==> src/design/led_pin_pkg.sv <==
// Shared constants and types for the LED blink and pin select block
`default_nettype none
package led_pin_pkg;

  // Configuration register index and layout
  localparam logic [7:0] SEL2_INDEX    = 8'h2a;
  localparam logic [7:0] SEL2_RESET    = 8'h00;
  // Bit 0 is not defined here: writes ignored, reads zero
  localparam logic [7:0] SEL2_WMASK    = 8'hfe;
  localparam int         STBY_MODE_HI  = 7;
  localparam int         STBY_MODE_LO  = 6;
  localparam int         MAIN_MODE_HI  = 5;
  localparam int         MAIN_MODE_LO  = 4;
  localparam int         RSM_SEL_BIT   = 3;
  localparam int         PG_SEL_BIT    = 2;
  localparam int         SON_SEL_BIT   = 1;
  // Pin select bits form one contiguous field starting at bit 1
  localparam int         PIN_COUNT     = 3;
  localparam int         PIN_SEL_LO    = SON_SEL_BIT;

  // LED output modes
  typedef enum logic [1:0] {
    LED_LOW  = 2'b00,
    LED_HIZ  = 2'b01,
    LED_SLOW = 2'b10,
    LED_FAST = 2'b11
  } led_mode_t;

  // Blink timing: one shared tick per half period of the 1 Hz wave
  localparam int CLK_PERIOD_NS = 10;
  localparam int HALF_1HZ_NS   = 500000000;
  localparam int TICK_CYC      = HALF_1HZ_NS / CLK_PERIOD_NS;

  // Configuration access request
  typedef struct packed {
    logic [7:0] index;
    logic [7:0] wdata;
    logic       wr;
    logic       rd;
  } cfg_req_t;

  // One LED pad: level and active-low output enable
  typedef struct packed {
    logic level;
    logic oe_n;
  } led_pin_t;

endpackage
`default_nettype wire

==> src/design/blink_timebase.sv <==
// Shared divided time base producing the 1 Hz and 0.5 Hz phases
`timescale 1ns/10ps
`default_nettype none
module blink_timebase #(
  parameter int TICK_CYC = led_pin_pkg::TICK_CYC
) (
  // Clock and reset
  input  wire logic clk_sys,
  input  wire logic rst_n,
  // Phases
  output logic      phase_fast,
  output logic      phase_slow
);
  import led_pin_pkg::*;

  localparam int CW = (TICK_CYC > 1) ? $clog2(TICK_CYC) : 1;
  localparam logic [CW-1:0] LAST = CW'(TICK_CYC - 1);

  logic [CW-1:0] count_r;
  logic          fast_r;
  logic          slow_r;
  logic          tick;

  assign tick = (count_r == LAST);

  // Free-running divider; one counter feeds both rates
  always_ff @(posedge clk_sys or negedge rst_n) begin
    if (!rst_n) begin
      count_r <= '0;
    end else if (tick) begin
      count_r <= '0;
    end else begin
      count_r <= count_r + 1'b1;
    end
  end

  // Slow phase toggles on every second tick, so edges stay aligned
  always_ff @(posedge clk_sys or negedge rst_n) begin
    if (!rst_n) begin
      fast_r <= 1'b0;
      slow_r <= 1'b0;
    end else if (tick) begin
      fast_r <= ~fast_r;
      if (fast_r) begin
        slow_r <= ~slow_r;
      end
    end
  end

  assign phase_fast = fast_r;
  assign phase_slow = slow_r;

  // Slow phase only moves together with a falling fast phase
  property p_slow_follows_fast;
    @(posedge clk_sys) disable iff (!rst_n)
      $changed(slow_r) |-> $fell(fast_r);
  endproperty
  a_slow_follows_fast: assert property (p_slow_follows_fast)
    else $error("slow blink phase moved without fast phase falling");

endmodule
`default_nettype wire

==> src/design/pin_route.sv <==
// Dedicated function or general I/O routing for the multiplexed pins
`timescale 1ns/10ps
`default_nettype none
module pin_route #(
  parameter int N = led_pin_pkg::PIN_COUNT
) (
  // Clock and reset
  input  wire logic         clk_sys,
  input  wire logic         rst_n,
  // Select, one bit per pin, set means general I/O
  input  wire logic [N-1:0] gp_sel,
  // Dedicated function side
  input  wire logic [N-1:0] func_o,
  input  wire logic [N-1:0] func_oe_n,
  output logic      [N-1:0] func_i,
  // General I/O side
  input  wire logic [N-1:0] gpio_o,
  input  wire logic [N-1:0] gpio_oe_n,
  output logic      [N-1:0] gpio_i,
  // Pad side
  input  wire logic [N-1:0] pad_i,
  output logic      [N-1:0] pad_o,
  output logic      [N-1:0] pad_oe_n
);

  for (genvar i = 0; i < N; i++) begin : g_pin
    // Registered so pads never see a combinational glitch on reselect
    always_ff @(posedge clk_sys or negedge rst_n) begin
      if (!rst_n) begin
        pad_o[i]    <= 1'b0;
        pad_oe_n[i] <= 1'b1;
        func_i[i]   <= 1'b1;
        gpio_i[i]   <= 1'b1;
      end else begin
        pad_o[i]    <= gp_sel[i] ? gpio_o[i] : func_o[i];
        pad_oe_n[i] <= gp_sel[i] ? gpio_oe_n[i] : func_oe_n[i];
        // Deselected side sees an idle high level
        func_i[i]   <= gp_sel[i] ? 1'b1 : pad_i[i];
        gpio_i[i]   <= gp_sel[i] ? pad_i[i] : 1'b1;
      end
    end

    // First edge after reset still shows reset values, so skip it
    property p_pin_owner;
      @(posedge clk_sys) disable iff (!rst_n)
        $past(rst_n) && $past(gp_sel[i])
          |-> (pad_o[i] == $past(gpio_o[i]))
           && (pad_oe_n[i] == $past(gpio_oe_n[i]));
    endproperty
    a_pin_owner: assert property (p_pin_owner)
      else $error("general I/O selected but pad not driven from it");

    property p_pin_func;
      @(posedge clk_sys) disable iff (!rst_n)
        $past(rst_n) && !$past(gp_sel[i])
          |-> (pad_o[i] == $past(func_o[i]))
           && (gpio_i[i] == 1'b1);
    endproperty
    a_pin_func: assert property (p_pin_func)
      else $error("dedicated function selected but pad not owned by it");
  end

endmodule
`default_nettype wire

==> src/design/led_blink_pin_select.sv <==
// Top: select register, LED blink drivers and pin routing
// Notes on behaviour
// - Standby LED mode sits in bits 7:6, read/write, resets to 00.
// - Standby mode 00 drives its LED low; 01 releases it to high impedance.
// - Standby mode 10 blinks its LED at 0.5 Hz; 11 at 1 Hz.
// - Main LED mode sits in bits 5:4, read/write, resets to 00.
// - Main mode 00 holds its LED low; 01 leaves it high impedance.
// - Main mode 10 blinks its LED at 0.5 Hz; 11 at 1 Hz.
// - When both LEDs blink at the same rate, standby waveform is the inverse of main.
// - Bit 3 set routes the resume reset pin to general I/O 33.
// - Bit 2 set routes the power good pin to general I/O 32.
// - Bit 1 set routes the supply on pin to general I/O 31.
`timescale 1ns/10ps
`default_nettype none
module led_blink_pin_select #(
  parameter int TICK_CYC = led_pin_pkg::TICK_CYC
) (
  // Clock and reset
  input  wire logic                  clk_sys,
  input  wire logic                  rst_n,
  // Configuration register access
  input  wire led_pin_pkg::cfg_req_t cfg_req,
  output logic [7:0]                 cfg_rdata,
  output logic                       cfg_hit,
  // LED pads
  output led_pin_pkg::led_pin_t      standby_led_out,
  output led_pin_pkg::led_pin_t      main_led_out,
  // Multiplexed pins; bit 0 supply on, bit 1 power good, bit 2 resume
  input  wire logic [2:0]            func_o,
  input  wire logic [2:0]            func_oe_n,
  output logic      [2:0]            func_i,
  input  wire logic [2:0]            gpio_o,
  input  wire logic [2:0]            gpio_oe_n,
  output logic      [2:0]            gpio_i,
  input  wire logic [2:0]            pad_i,
  output logic      [2:0]            pad_o,
  output logic      [2:0]            pad_oe_n
);
  import led_pin_pkg::*;

  // Pad index of each multiplexed pin
  localparam int SON_PIN = SON_SEL_BIT - PIN_SEL_LO;
  localparam int PG_PIN  = PG_SEL_BIT - PIN_SEL_LO;
  localparam int RSM_PIN = RSM_SEL_BIT - PIN_SEL_LO;

  logic [7:0] sel2_r;
  logic [7:0] rdata_r;
  logic       hit_r;
  led_pin_t   stby_r;
  led_pin_t   main_r;
  led_mode_t  standby_led_mode;
  led_mode_t  main_led_mode;
  logic       phase_fast;
  logic       phase_slow;
  logic       sel_wr;
  logic       sel_rd;
  logic [PIN_COUNT-1:0] pin_sel;

  assign sel_wr = cfg_req.wr && (cfg_req.index == SEL2_INDEX);
  assign sel_rd = cfg_req.rd && (cfg_req.index == SEL2_INDEX);

  // Decoded fields of the select register
  assign standby_led_mode = led_mode_t'(sel2_r[STBY_MODE_HI:STBY_MODE_LO]);
  assign main_led_mode    = led_mode_t'(sel2_r[MAIN_MODE_HI:MAIN_MODE_LO]);
  assign pin_sel          = sel2_r[PIN_SEL_LO +: PIN_COUNT];

  // Select register; undefined bit 0 never stores
  always_ff @(posedge clk_sys or negedge rst_n) begin
    if (!rst_n) begin
      sel2_r <= SEL2_RESET;
    end else if (sel_wr) begin
      sel2_r <= cfg_req.wdata & SEL2_WMASK;
    end
  end

  // Read port: one cycle latency, unmapped index reads zero
  always_ff @(posedge clk_sys or negedge rst_n) begin
    if (!rst_n) begin
      rdata_r <= 8'h00;
      hit_r   <= 1'b0;
    end else begin
      rdata_r <= sel_rd ? sel2_r : 8'h00;
      hit_r   <= sel_rd;
    end
  end

  assign cfg_rdata = rdata_r;
  assign cfg_hit   = hit_r;

  // One divider for both LEDs keeps their edges aligned
  blink_timebase #(
    .TICK_CYC   (TICK_CYC)
  ) u_timebase (
    .clk_sys    (clk_sys),
    .rst_n      (rst_n),
    .phase_fast (phase_fast),
    .phase_slow (phase_slow)
  );

  // Pad value for one LED from its mode and blink phase
  function automatic led_pin_t led_drive(input led_mode_t mode,
                                         input logic fast,
                                         input logic slow);
    led_pin_t p;
    p = '{level: 1'b0, oe_n: 1'b0};
    unique case (mode)
      LED_LOW:  p = '{level: 1'b0, oe_n: 1'b0};
      LED_HIZ:  p = '{level: 1'b0, oe_n: 1'b1};
      LED_SLOW: p = '{level: slow, oe_n: 1'b0};
      LED_FAST: p = '{level: fast, oe_n: 1'b0};
    endcase
    return p;
  endfunction

  // Standby LED runs on inverted phases so it opposes the main LED
  always_ff @(posedge clk_sys or negedge rst_n) begin
    if (!rst_n) begin
      stby_r <= '{level: 1'b0, oe_n: 1'b0};
    end else begin
      stby_r <= led_drive(standby_led_mode, ~phase_fast,
                          ~phase_slow);
    end
  end

  // Main LED uses the phases as they come
  always_ff @(posedge clk_sys or negedge rst_n) begin
    if (!rst_n) begin
      main_r <= '{level: 1'b0, oe_n: 1'b0};
    end else begin
      main_r <= led_drive(main_led_mode, phase_fast, phase_slow);
    end
  end

  assign standby_led_out = stby_r;
  assign main_led_out    = main_r;

  // Pin ownership follows bits 3:1
  pin_route #(
    .N         (PIN_COUNT)
  ) u_pins (
    .clk_sys   (clk_sys),
    .rst_n     (rst_n),
    .gp_sel    (pin_sel),
    .func_o    (func_o),
    .func_oe_n (func_oe_n),
    .func_i    (func_i),
    .gpio_o    (gpio_o),
    .gpio_oe_n (gpio_oe_n),
    .gpio_i    (gpio_i),
    .pad_i     (pad_i),
    .pad_o     (pad_o),
    .pad_oe_n  (pad_oe_n)
  );

  // A write shows up in the standby field on the next read
  property p_stby_write;
    @(posedge clk_sys) disable iff (!rst_n)
      sel_wr ##1 sel_rd |=>
        cfg_rdata[STBY_MODE_HI:STBY_MODE_LO]
          == $past(cfg_req.wdata[STBY_MODE_HI:STBY_MODE_LO], 2);
  endproperty
  a_stby_write: assert property (p_stby_write)
    else $error("standby mode field did not keep the written value");

  property p_main_write;
    @(posedge clk_sys) disable iff (!rst_n)
      sel_wr |=> main_led_mode
        == led_mode_t'($past(cfg_req.wdata[MAIN_MODE_HI:MAIN_MODE_LO]));
  endproperty
  a_main_write: assert property (p_main_write)
    else $error("main mode field did not take the written value");

  // Bit 0 never reads back as one
  property p_bit0_zero;
    @(posedge clk_sys) disable iff (!rst_n)
      hit_r |-> !cfg_rdata[0];
  endproperty
  a_bit0_zero: assert property (p_bit0_zero)
    else $error("undefined bit 0 read back set");

  // Read answer stands for exactly the cycle after a mapped read
  property p_hit_pulse;
    @(posedge clk_sys) disable iff (!rst_n)
      $past(rst_n) |-> cfg_hit == $past(sel_rd);
  endproperty
  a_hit_pulse: assert property (p_hit_pulse)
    else $error("read answer flag not one cycle after a mapped read");

  property p_read_data;
    @(posedge clk_sys) disable iff (!rst_n)
      cfg_hit |-> cfg_rdata == $past(sel2_r);
  endproperty
  a_read_data: assert property (p_read_data)
    else $error("read data differs from the select register");

  property p_rdata_idle;
    @(posedge clk_sys) disable iff (!rst_n)
      !cfg_hit |-> cfg_rdata == 8'h00;
  endproperty
  a_rdata_idle: assert property (p_rdata_idle)
    else $error("read data not zero outside a read answer");

  // Register only moves on a mapped write
  property p_reg_hold;
    @(posedge clk_sys) disable iff (!rst_n)
      $past(rst_n) && !$past(sel_wr) |-> $stable(sel2_r);
  endproperty
  a_reg_hold: assert property (p_reg_hold)
    else $error("select register changed without a mapped write");

  property p_stby_static;
    @(posedge clk_sys) disable iff (!rst_n)
      ($past(standby_led_mode) == LED_LOW) |-> !stby_r.level && !stby_r.oe_n;
  endproperty
  a_stby_static: assert property (p_stby_static)
    else $error("standby LED not driven low in low mode");

  property p_stby_hiz;
    @(posedge clk_sys) disable iff (!rst_n)
      ($past(standby_led_mode) == LED_HIZ) |-> stby_r.oe_n;
  endproperty
  a_stby_hiz: assert property (p_stby_hiz)
    else $error("standby LED driven in high impedance mode");

  property p_stby_blink;
    @(posedge clk_sys) disable iff (!rst_n)
      ($past(standby_led_mode) == LED_FAST) && $changed(phase_fast)
        |=> ($past(standby_led_mode) == LED_FAST) |-> $changed(stby_r.level);
  endproperty
  a_stby_blink: assert property (p_stby_blink)
    else $error("standby LED missed a 1 Hz edge");

  // Standby blink levels are the inverted shared phases
  property p_stby_slow;
    @(posedge clk_sys) disable iff (!rst_n)
      ($past(standby_led_mode) == LED_SLOW)
        |-> stby_r.level == !$past(phase_slow) && !stby_r.oe_n;
  endproperty
  a_stby_slow: assert property (p_stby_slow)
    else $error("standby LED not following the inverted 0.5 Hz phase");

  property p_stby_fast;
    @(posedge clk_sys) disable iff (!rst_n)
      ($past(standby_led_mode) == LED_FAST)
        |-> stby_r.level == !$past(phase_fast) && !stby_r.oe_n;
  endproperty
  a_stby_fast: assert property (p_stby_fast)
    else $error("standby LED not following the inverted 1 Hz phase");

  property p_main_static;
    @(posedge clk_sys) disable iff (!rst_n)
      ($past(main_led_mode) == LED_LOW) |-> !main_r.level && !main_r.oe_n;
  endproperty
  a_main_static: assert property (p_main_static)
    else $error("main LED not held low in low mode");

  property p_main_hiz;
    @(posedge clk_sys) disable iff (!rst_n)
      ($past(main_led_mode) == LED_HIZ) |-> main_r.oe_n && !main_r.level;
  endproperty
  a_main_hiz: assert property (p_main_hiz)
    else $error("main LED driven in high impedance mode");

  property p_main_slow;
    @(posedge clk_sys) disable iff (!rst_n)
      ($past(main_led_mode) == LED_SLOW)
        |-> main_r.level == $past(phase_slow) && !main_r.oe_n;
  endproperty
  a_main_slow: assert property (p_main_slow)
    else $error("main LED not following the 0.5 Hz phase");

  property p_main_fast;
    @(posedge clk_sys) disable iff (!rst_n)
      ($past(main_led_mode) == LED_FAST)
        |-> main_r.level == $past(phase_fast) && !main_r.oe_n;
  endproperty
  a_main_fast: assert property (p_main_fast)
    else $error("main LED not following the 1 Hz phase");

  // Same blink rate on both means opposite levels every cycle
  property p_opposite;
    @(posedge clk_sys) disable iff (!rst_n)
      ($past(main_led_mode) == $past(standby_led_mode))
        && $past(main_led_mode[1])
        |-> stby_r.level != main_r.level;
  endproperty
  a_opposite: assert property (p_opposite)
    else $error("blinking LEDs not in opposite phase");

  // Each select bit owns the pin its position names, end to end
  property p_pad_resume;
    @(posedge clk_sys) disable iff (!rst_n)
      $past(rst_n) |-> pad_o[RSM_PIN] == ($past(sel2_r[RSM_SEL_BIT])
        ? $past(gpio_o[RSM_PIN]) : $past(func_o[RSM_PIN]));
  endproperty
  a_pad_resume: assert property (p_pad_resume)
    else $error("resume reset pin not routed by its select bit");

  property p_pad_power_good;
    @(posedge clk_sys) disable iff (!rst_n)
      $past(rst_n) |-> pad_o[PG_PIN] == ($past(sel2_r[PG_SEL_BIT])
        ? $past(gpio_o[PG_PIN]) : $past(func_o[PG_PIN]));
  endproperty
  a_pad_power_good: assert property (p_pad_power_good)
    else $error("power good pin not routed by its select bit");

  property p_pad_supply_on;
    @(posedge clk_sys) disable iff (!rst_n)
      $past(rst_n) |-> pad_o[SON_PIN] == ($past(sel2_r[SON_SEL_BIT])
        ? $past(gpio_o[SON_PIN]) : $past(func_o[SON_PIN]));
  endproperty
  a_pad_supply_on: assert property (p_pad_supply_on)
    else $error("supply on pin not routed by its select bit");

  c_stby_fast: cover property (@(posedge clk_sys) disable iff (!rst_n)
    standby_led_mode == LED_FAST ##1 $rose(stby_r.level));
  c_both_slow: cover property (@(posedge clk_sys) disable iff (!rst_n)
    standby_led_mode == LED_SLOW && main_led_mode == LED_SLOW
    ##1 $changed(main_r.level));
  c_gpio_sel: cover property (@(posedge clk_sys) disable iff (!rst_n)
    sel_wr && cfg_req.wdata[RSM_SEL_BIT] ##2 !pad_oe_n[2]);
  c_main_hiz: cover property (@(posedge clk_sys) disable iff (!rst_n)
    main_led_mode == LED_HIZ ##1 main_r.oe_n);
  c_read_hit: cover property (@(posedge clk_sys) disable iff (!rst_n)
    sel_wr ##1 sel_rd ##1 cfg_hit);

endmodule
`default_nettype wire

==> config.mk <==
export PLATFORM = sky130hd
export DESIGN_NAME = led_blink_pin_select
export DESIGN_NICKNAME = d
export VERILOG_FILES = /design/src/design/led_pin_pkg.sv /design/src/design/blink_timebase.sv /design/src/design/pin_route.sv /design/src/design/led_blink_pin_select.sv
export SDC_FILE = /design/constraint.sdc
export NUM_CORES = 1
export LEC_CHECK = 0
export BUFFER_PORTS_ARGS = -buffer_cell sky130_fd_sc_hd__buf_2
export CAP_MARGIN = 20
export CORE_UTILIZATION = 47
export CTS_BUF_LIST = sky130_fd_sc_hd__clkbuf_8 sky130_fd_sc_hd__clkbuf_16
export CTS_CLUSTER_SIZE = 14
export DETAILED_ROUTE_END_ITERATION = 8
export PLACE_DENSITY = 0.8
export SLEW_MARGIN = 10
export SYNTH_ARGS = -nofsm -noshare
export SYNTH_HDL_FRONTEND = slang
export SYNTH_SLANG_ARGS = --single-unit
==> constraint.sdc <==
create_clock -name clk_sys -period 1.75 [get_ports clk_sys]
set_clock_uncertainty 0.1 [all_clocks]
set_input_delay 0.4375 -clock clk_sys [delete_from_list [all_inputs] [get_ports clk_sys]]
set_output_delay 0.4375 -clock clk_sys [all_outputs]
set_load 0.1 [all_outputs]
==> flow_summary.yaml <==
timing:
  slew_violations: 0
  max_freq_mhz: 566
  finalSetupViolCount: 1
  period_needed_ns: 1.77
  finalWorstSetupSlack_ns: -0.0156
  finalHoldViolations: 12
  tns_ns: -0.0156
  period_share_pct: 101
  grt_setup_unrepaired: "true"
  hold_slack_ns: -0.0123
clocking:
  hold_buffers: 0
  clock_latency_ns: 0.34
  root_buffer: "clkbuf_8"
  cts_tree: "done"
  cts_made_buffers: 9
  ctsLongestPathBuffers: 2
  clk_pin_slew_ns: 0.07
  h-tree-depth: 3
  clkSinkCount: 59
power_and_ir_drop:
  peakVddDrop_v: 0.000766
  clock_power_share_pct: 42.7
  finalPower_mw: 2.95
  p_comb_share_pct: 9.3
  switching_share_pct: 26.0
  leakage_nw: 1.69
  seqPwrFrac_pct: 48.0
  powerDensity_nw_per_um2: 850
  p_sw_mw: 0.766
  internal_power_mw: 2.18
critical_path:
  cp_max_fo: 4
  start_kind: "flop"
  r2r_start: "u_timebase.count_r[1]"
  end_kind: "flop"
  cp-startpoint: "u_timebase.count_r[1]"
  cp.required_ns: 1.92
  path_class: "reg2reg"
  cp.arrival_ns: 1.93
routing:
  ant_nets: 0
  viasPerCell: 5.06
  wl_microns: 5550
  wl_per_cell_microns: 14.9
  drt_iter0_drc: 99
  drt_pass1_iterations: 4
  vias: 1887
  drcViolationCount: 0
global_route:
  grt_pass1_wl_microns: 8690
  overflow: 0
  grt_max_degree: 60
  grt_pass1_vias: 1921
  track_usage_pct: 21.6
  antenna_found_initial: 0
status:
  violations: "negative hold slack, negative setup slack"
  status: "finished with violations"
place:
  place_ws_ns: -0.0309
  placedInstanceArea_sq_um: 3140
  hpwl_microns: 3600
  place_congestion: 0.869
  port_buffers: 57
yosys:
  ys_seq_area_share_pct: 60.3
  netlist_instances: 204
  synthDistinctLibCells: 35
  netlist_area_sq_um: 2470
  synth_nets: 240
  ys_ff_latch: 59
  ys_warn_count: 0
  post_synth.cell_area_avg_sq_um: 12.1
finish:
  antennaDiodeCount: 0
  drive_gt1_share_pct: 47.5
  multiInputGateArea_sq_um: 992
  syn_to_final_growth_pct: 40.4
  finalNetCount: 334
  final_area_sq_um: 3470
  regArea_sq_um: 1490
  fill_cells: 345
floorplanning:
  io_pins: 60
  fp.coreArea_sq_um: 5070
  die-area_sq_um: 5550
  initial_core_util_pct: 48.6
  rows: 26
  die_w_microns: 74.5
  die_y_microns: 74.5
worst_hold_path:
  holdCritPathClass: "in2async"
run:
  maxCapViolations: 0
==> area by class of cell <==
class	instances	share of cell area [%]
timing repair buffer	89	19.6
multi-input combinational	135	28.6
clock buffer	10	3.97
tap	70	2.53
sequential	59	42.9
inverter	4	0.433
clock inverter	6	1.88
==> cell families after synthesis <==
family	after synthesis	synth area share [%]
multiplexers	17	7.55
other	1	0.152
XOR/XNOR	19	6.74
AND/OR/NAND/NOR	89	21.0
buffers and inverters	10	2.03
AO/OA/AOI/OAI	8	1.72
adder cells (fa/ha/maj)	1	0.507
flip-flops	59	60.3
==> state kept, by name, indices dropped and copies added, names as in the netlist <==
name / cells
cfg_rdata: 7
cfg_hit: 1
u_timebase.phase_fast: 1
u_pins.pad_oe_n: 3
sel2_r: 7
main_led_out: 2
u_pins.pad_o: 3
u_timebase.count_r: 26
u_pins.gpio_i: 3
u_timebase.phase_slow: 1
standby_led_out: 2
u_pins.func_i: 3
==> final timing paths <==
kind                                          end  slack [ns]  depth (start not counted)
setup / recovery           u_timebase.count_r[14]       -0.02                          5
hold / removal             u_timebase.count_r[16]       -0.01                          2
min in group clk_sys             u_pins.func_i[0]        0.19                          2
setup reg to reg           u_timebase.count_r[14]       -0.02                          5
max in group asynchronous      u_pins.pad_oe_n[2]        1.25                          2
hold reg to reg                   main_led_out[0]        0.36                          1
==> metal layers <==
layer | vias to the layer above | wire (microns) | GRT usage, %
met4 | 0 | 149 | 9.43
met5 | - | 0 | 0
met3 | 13 | 378 | 9.08
met2 | 76 | 2820 | 35.1
met1 | 908 | 2210 | 25.2
li1 | 890 | - | -
==> power groups by stage <==
stage	clock [mW]	combinational, mW	sequential, mW
after floorplan	0	0.0402	1.55
after global placement	0	0.270	1.44
after detailed placement	0	0.276	1.44
after CTS	1.27	0.277	1.41
after global routing	1.33	0.290	1.42
final	1.26	0.275	1.41
==> critical path: stages, from the launching register on <==
cell,delay (ns)
dfrtp_1,0.43
ha_4,0.18
nand3_4,0.09
or3_4,0.43
or3_1,0.33
a21oi_2,0.13
==> layout by cell type (no fill, tap or decap), types with 2 or more instances in the layout <==
cell | synthesis | final
and2_1 | 2 | 2
and3_1 | 7 | 7
and4_1 | 3 | 2
buf_12 | 0 | 10
buf_2 | 1 | 48
buf_4 | 3 | 29
buf_6 | 0 | 2
clkbuf_8 | 0 | 10
clkinvlp_4 | 0 | 4
dfrtp_1 | 50 | 50
dfstp_2 | 9 | 9
inv_1 | 4 | 4
mux2_2 | 13 | 13
mux2i_1 | 4 | 4
nand2_1 | 9 | 7
nand2_2 | 0 | 2
nand2b_1 | 5 | 5
nand3_1 | 13 | 11
nand3_2 | 1 | 2
nand3b_1 | 2 | 2
nand4_1 | 8 | 8
nor2_1 | 14 | 14
nor2b_1 | 4 | 4
nor3_1 | 5 | 3
nor3_2 | 0 | 2
nor3b_1 | 2 | 2
nor4_1 | 3 | 2
nor4bb_1 | 2 | 2
o21ai_0 | 5 | 2
o21ai_1 | 0 | 3
or2_2 | 3 | 3
or3_1 | 3 | 2
xnor2_1 | 9 | 9
xor2_1 | 10 | 10
==> timing repair <==
action	in CTS	in global routing
gates resized for setup	5	11
cloned	0	0
endpoints found under the setup margin	6	19
pin swaps	4	7
buffers inserted	5	4
==> synth_stat cells <==
master | number | area [sq um]
a21o_1 | 1 | 7.51
a21oi_1 | 2 | 10.0
and2_1 | 2 | 12.5
and3_1 | 7 | 43.8
and4_1 | 3 | 26.3
and4b_1 | 1 | 10.0
buf_2 | 1 | 5.00
buf_4 | 3 | 22.5
clkbuf_1 | 2 | 7.51
conb_1 | 1 | 3.75
dfrtp_1 | 50 | 1250
dfstp_2 | 9 | 236
ha_1 | 1 | 12.5
inv_1 | 4 | 15.0
mux2_2 | 13 | 146
mux2i_1 | 4 | 40.0
nand2_1 | 9 | 33.8
nand2b_1 | 5 | 31.3
nand3_1 | 13 | 65.1
nand3_2 | 1 | 10.0
nand3b_1 | 2 | 15.0
nand4_1 | 8 | 50.1
nor2_1 | 14 | 52.6
nor2_2 | 1 | 6.26
nor2b_1 | 4 | 25.0
nor3_1 | 5 | 25.0
nor3b_1 | 2 | 15.0
nor4_1 | 3 | 18.8
nor4_4 | 1 | 21.3
nor4bb_1 | 2 | 20.0
o21ai_0 | 5 | 25.0
or2_2 | 3 | 18.8
or3_1 | 3 | 18.8
xnor2_1 | 9 | 78.8
xor2_1 | 10 | 87.6
==> stage by stage <==
step                      util, %  cells
final                        68.3    373
after detailed placement     61.9    349
after CTS                    67.1    370
after global placement       61.9    349
after global routing         68.3    373
after floorplan                 -    204
Note: power is estimated with default switching activity, not from simulation.
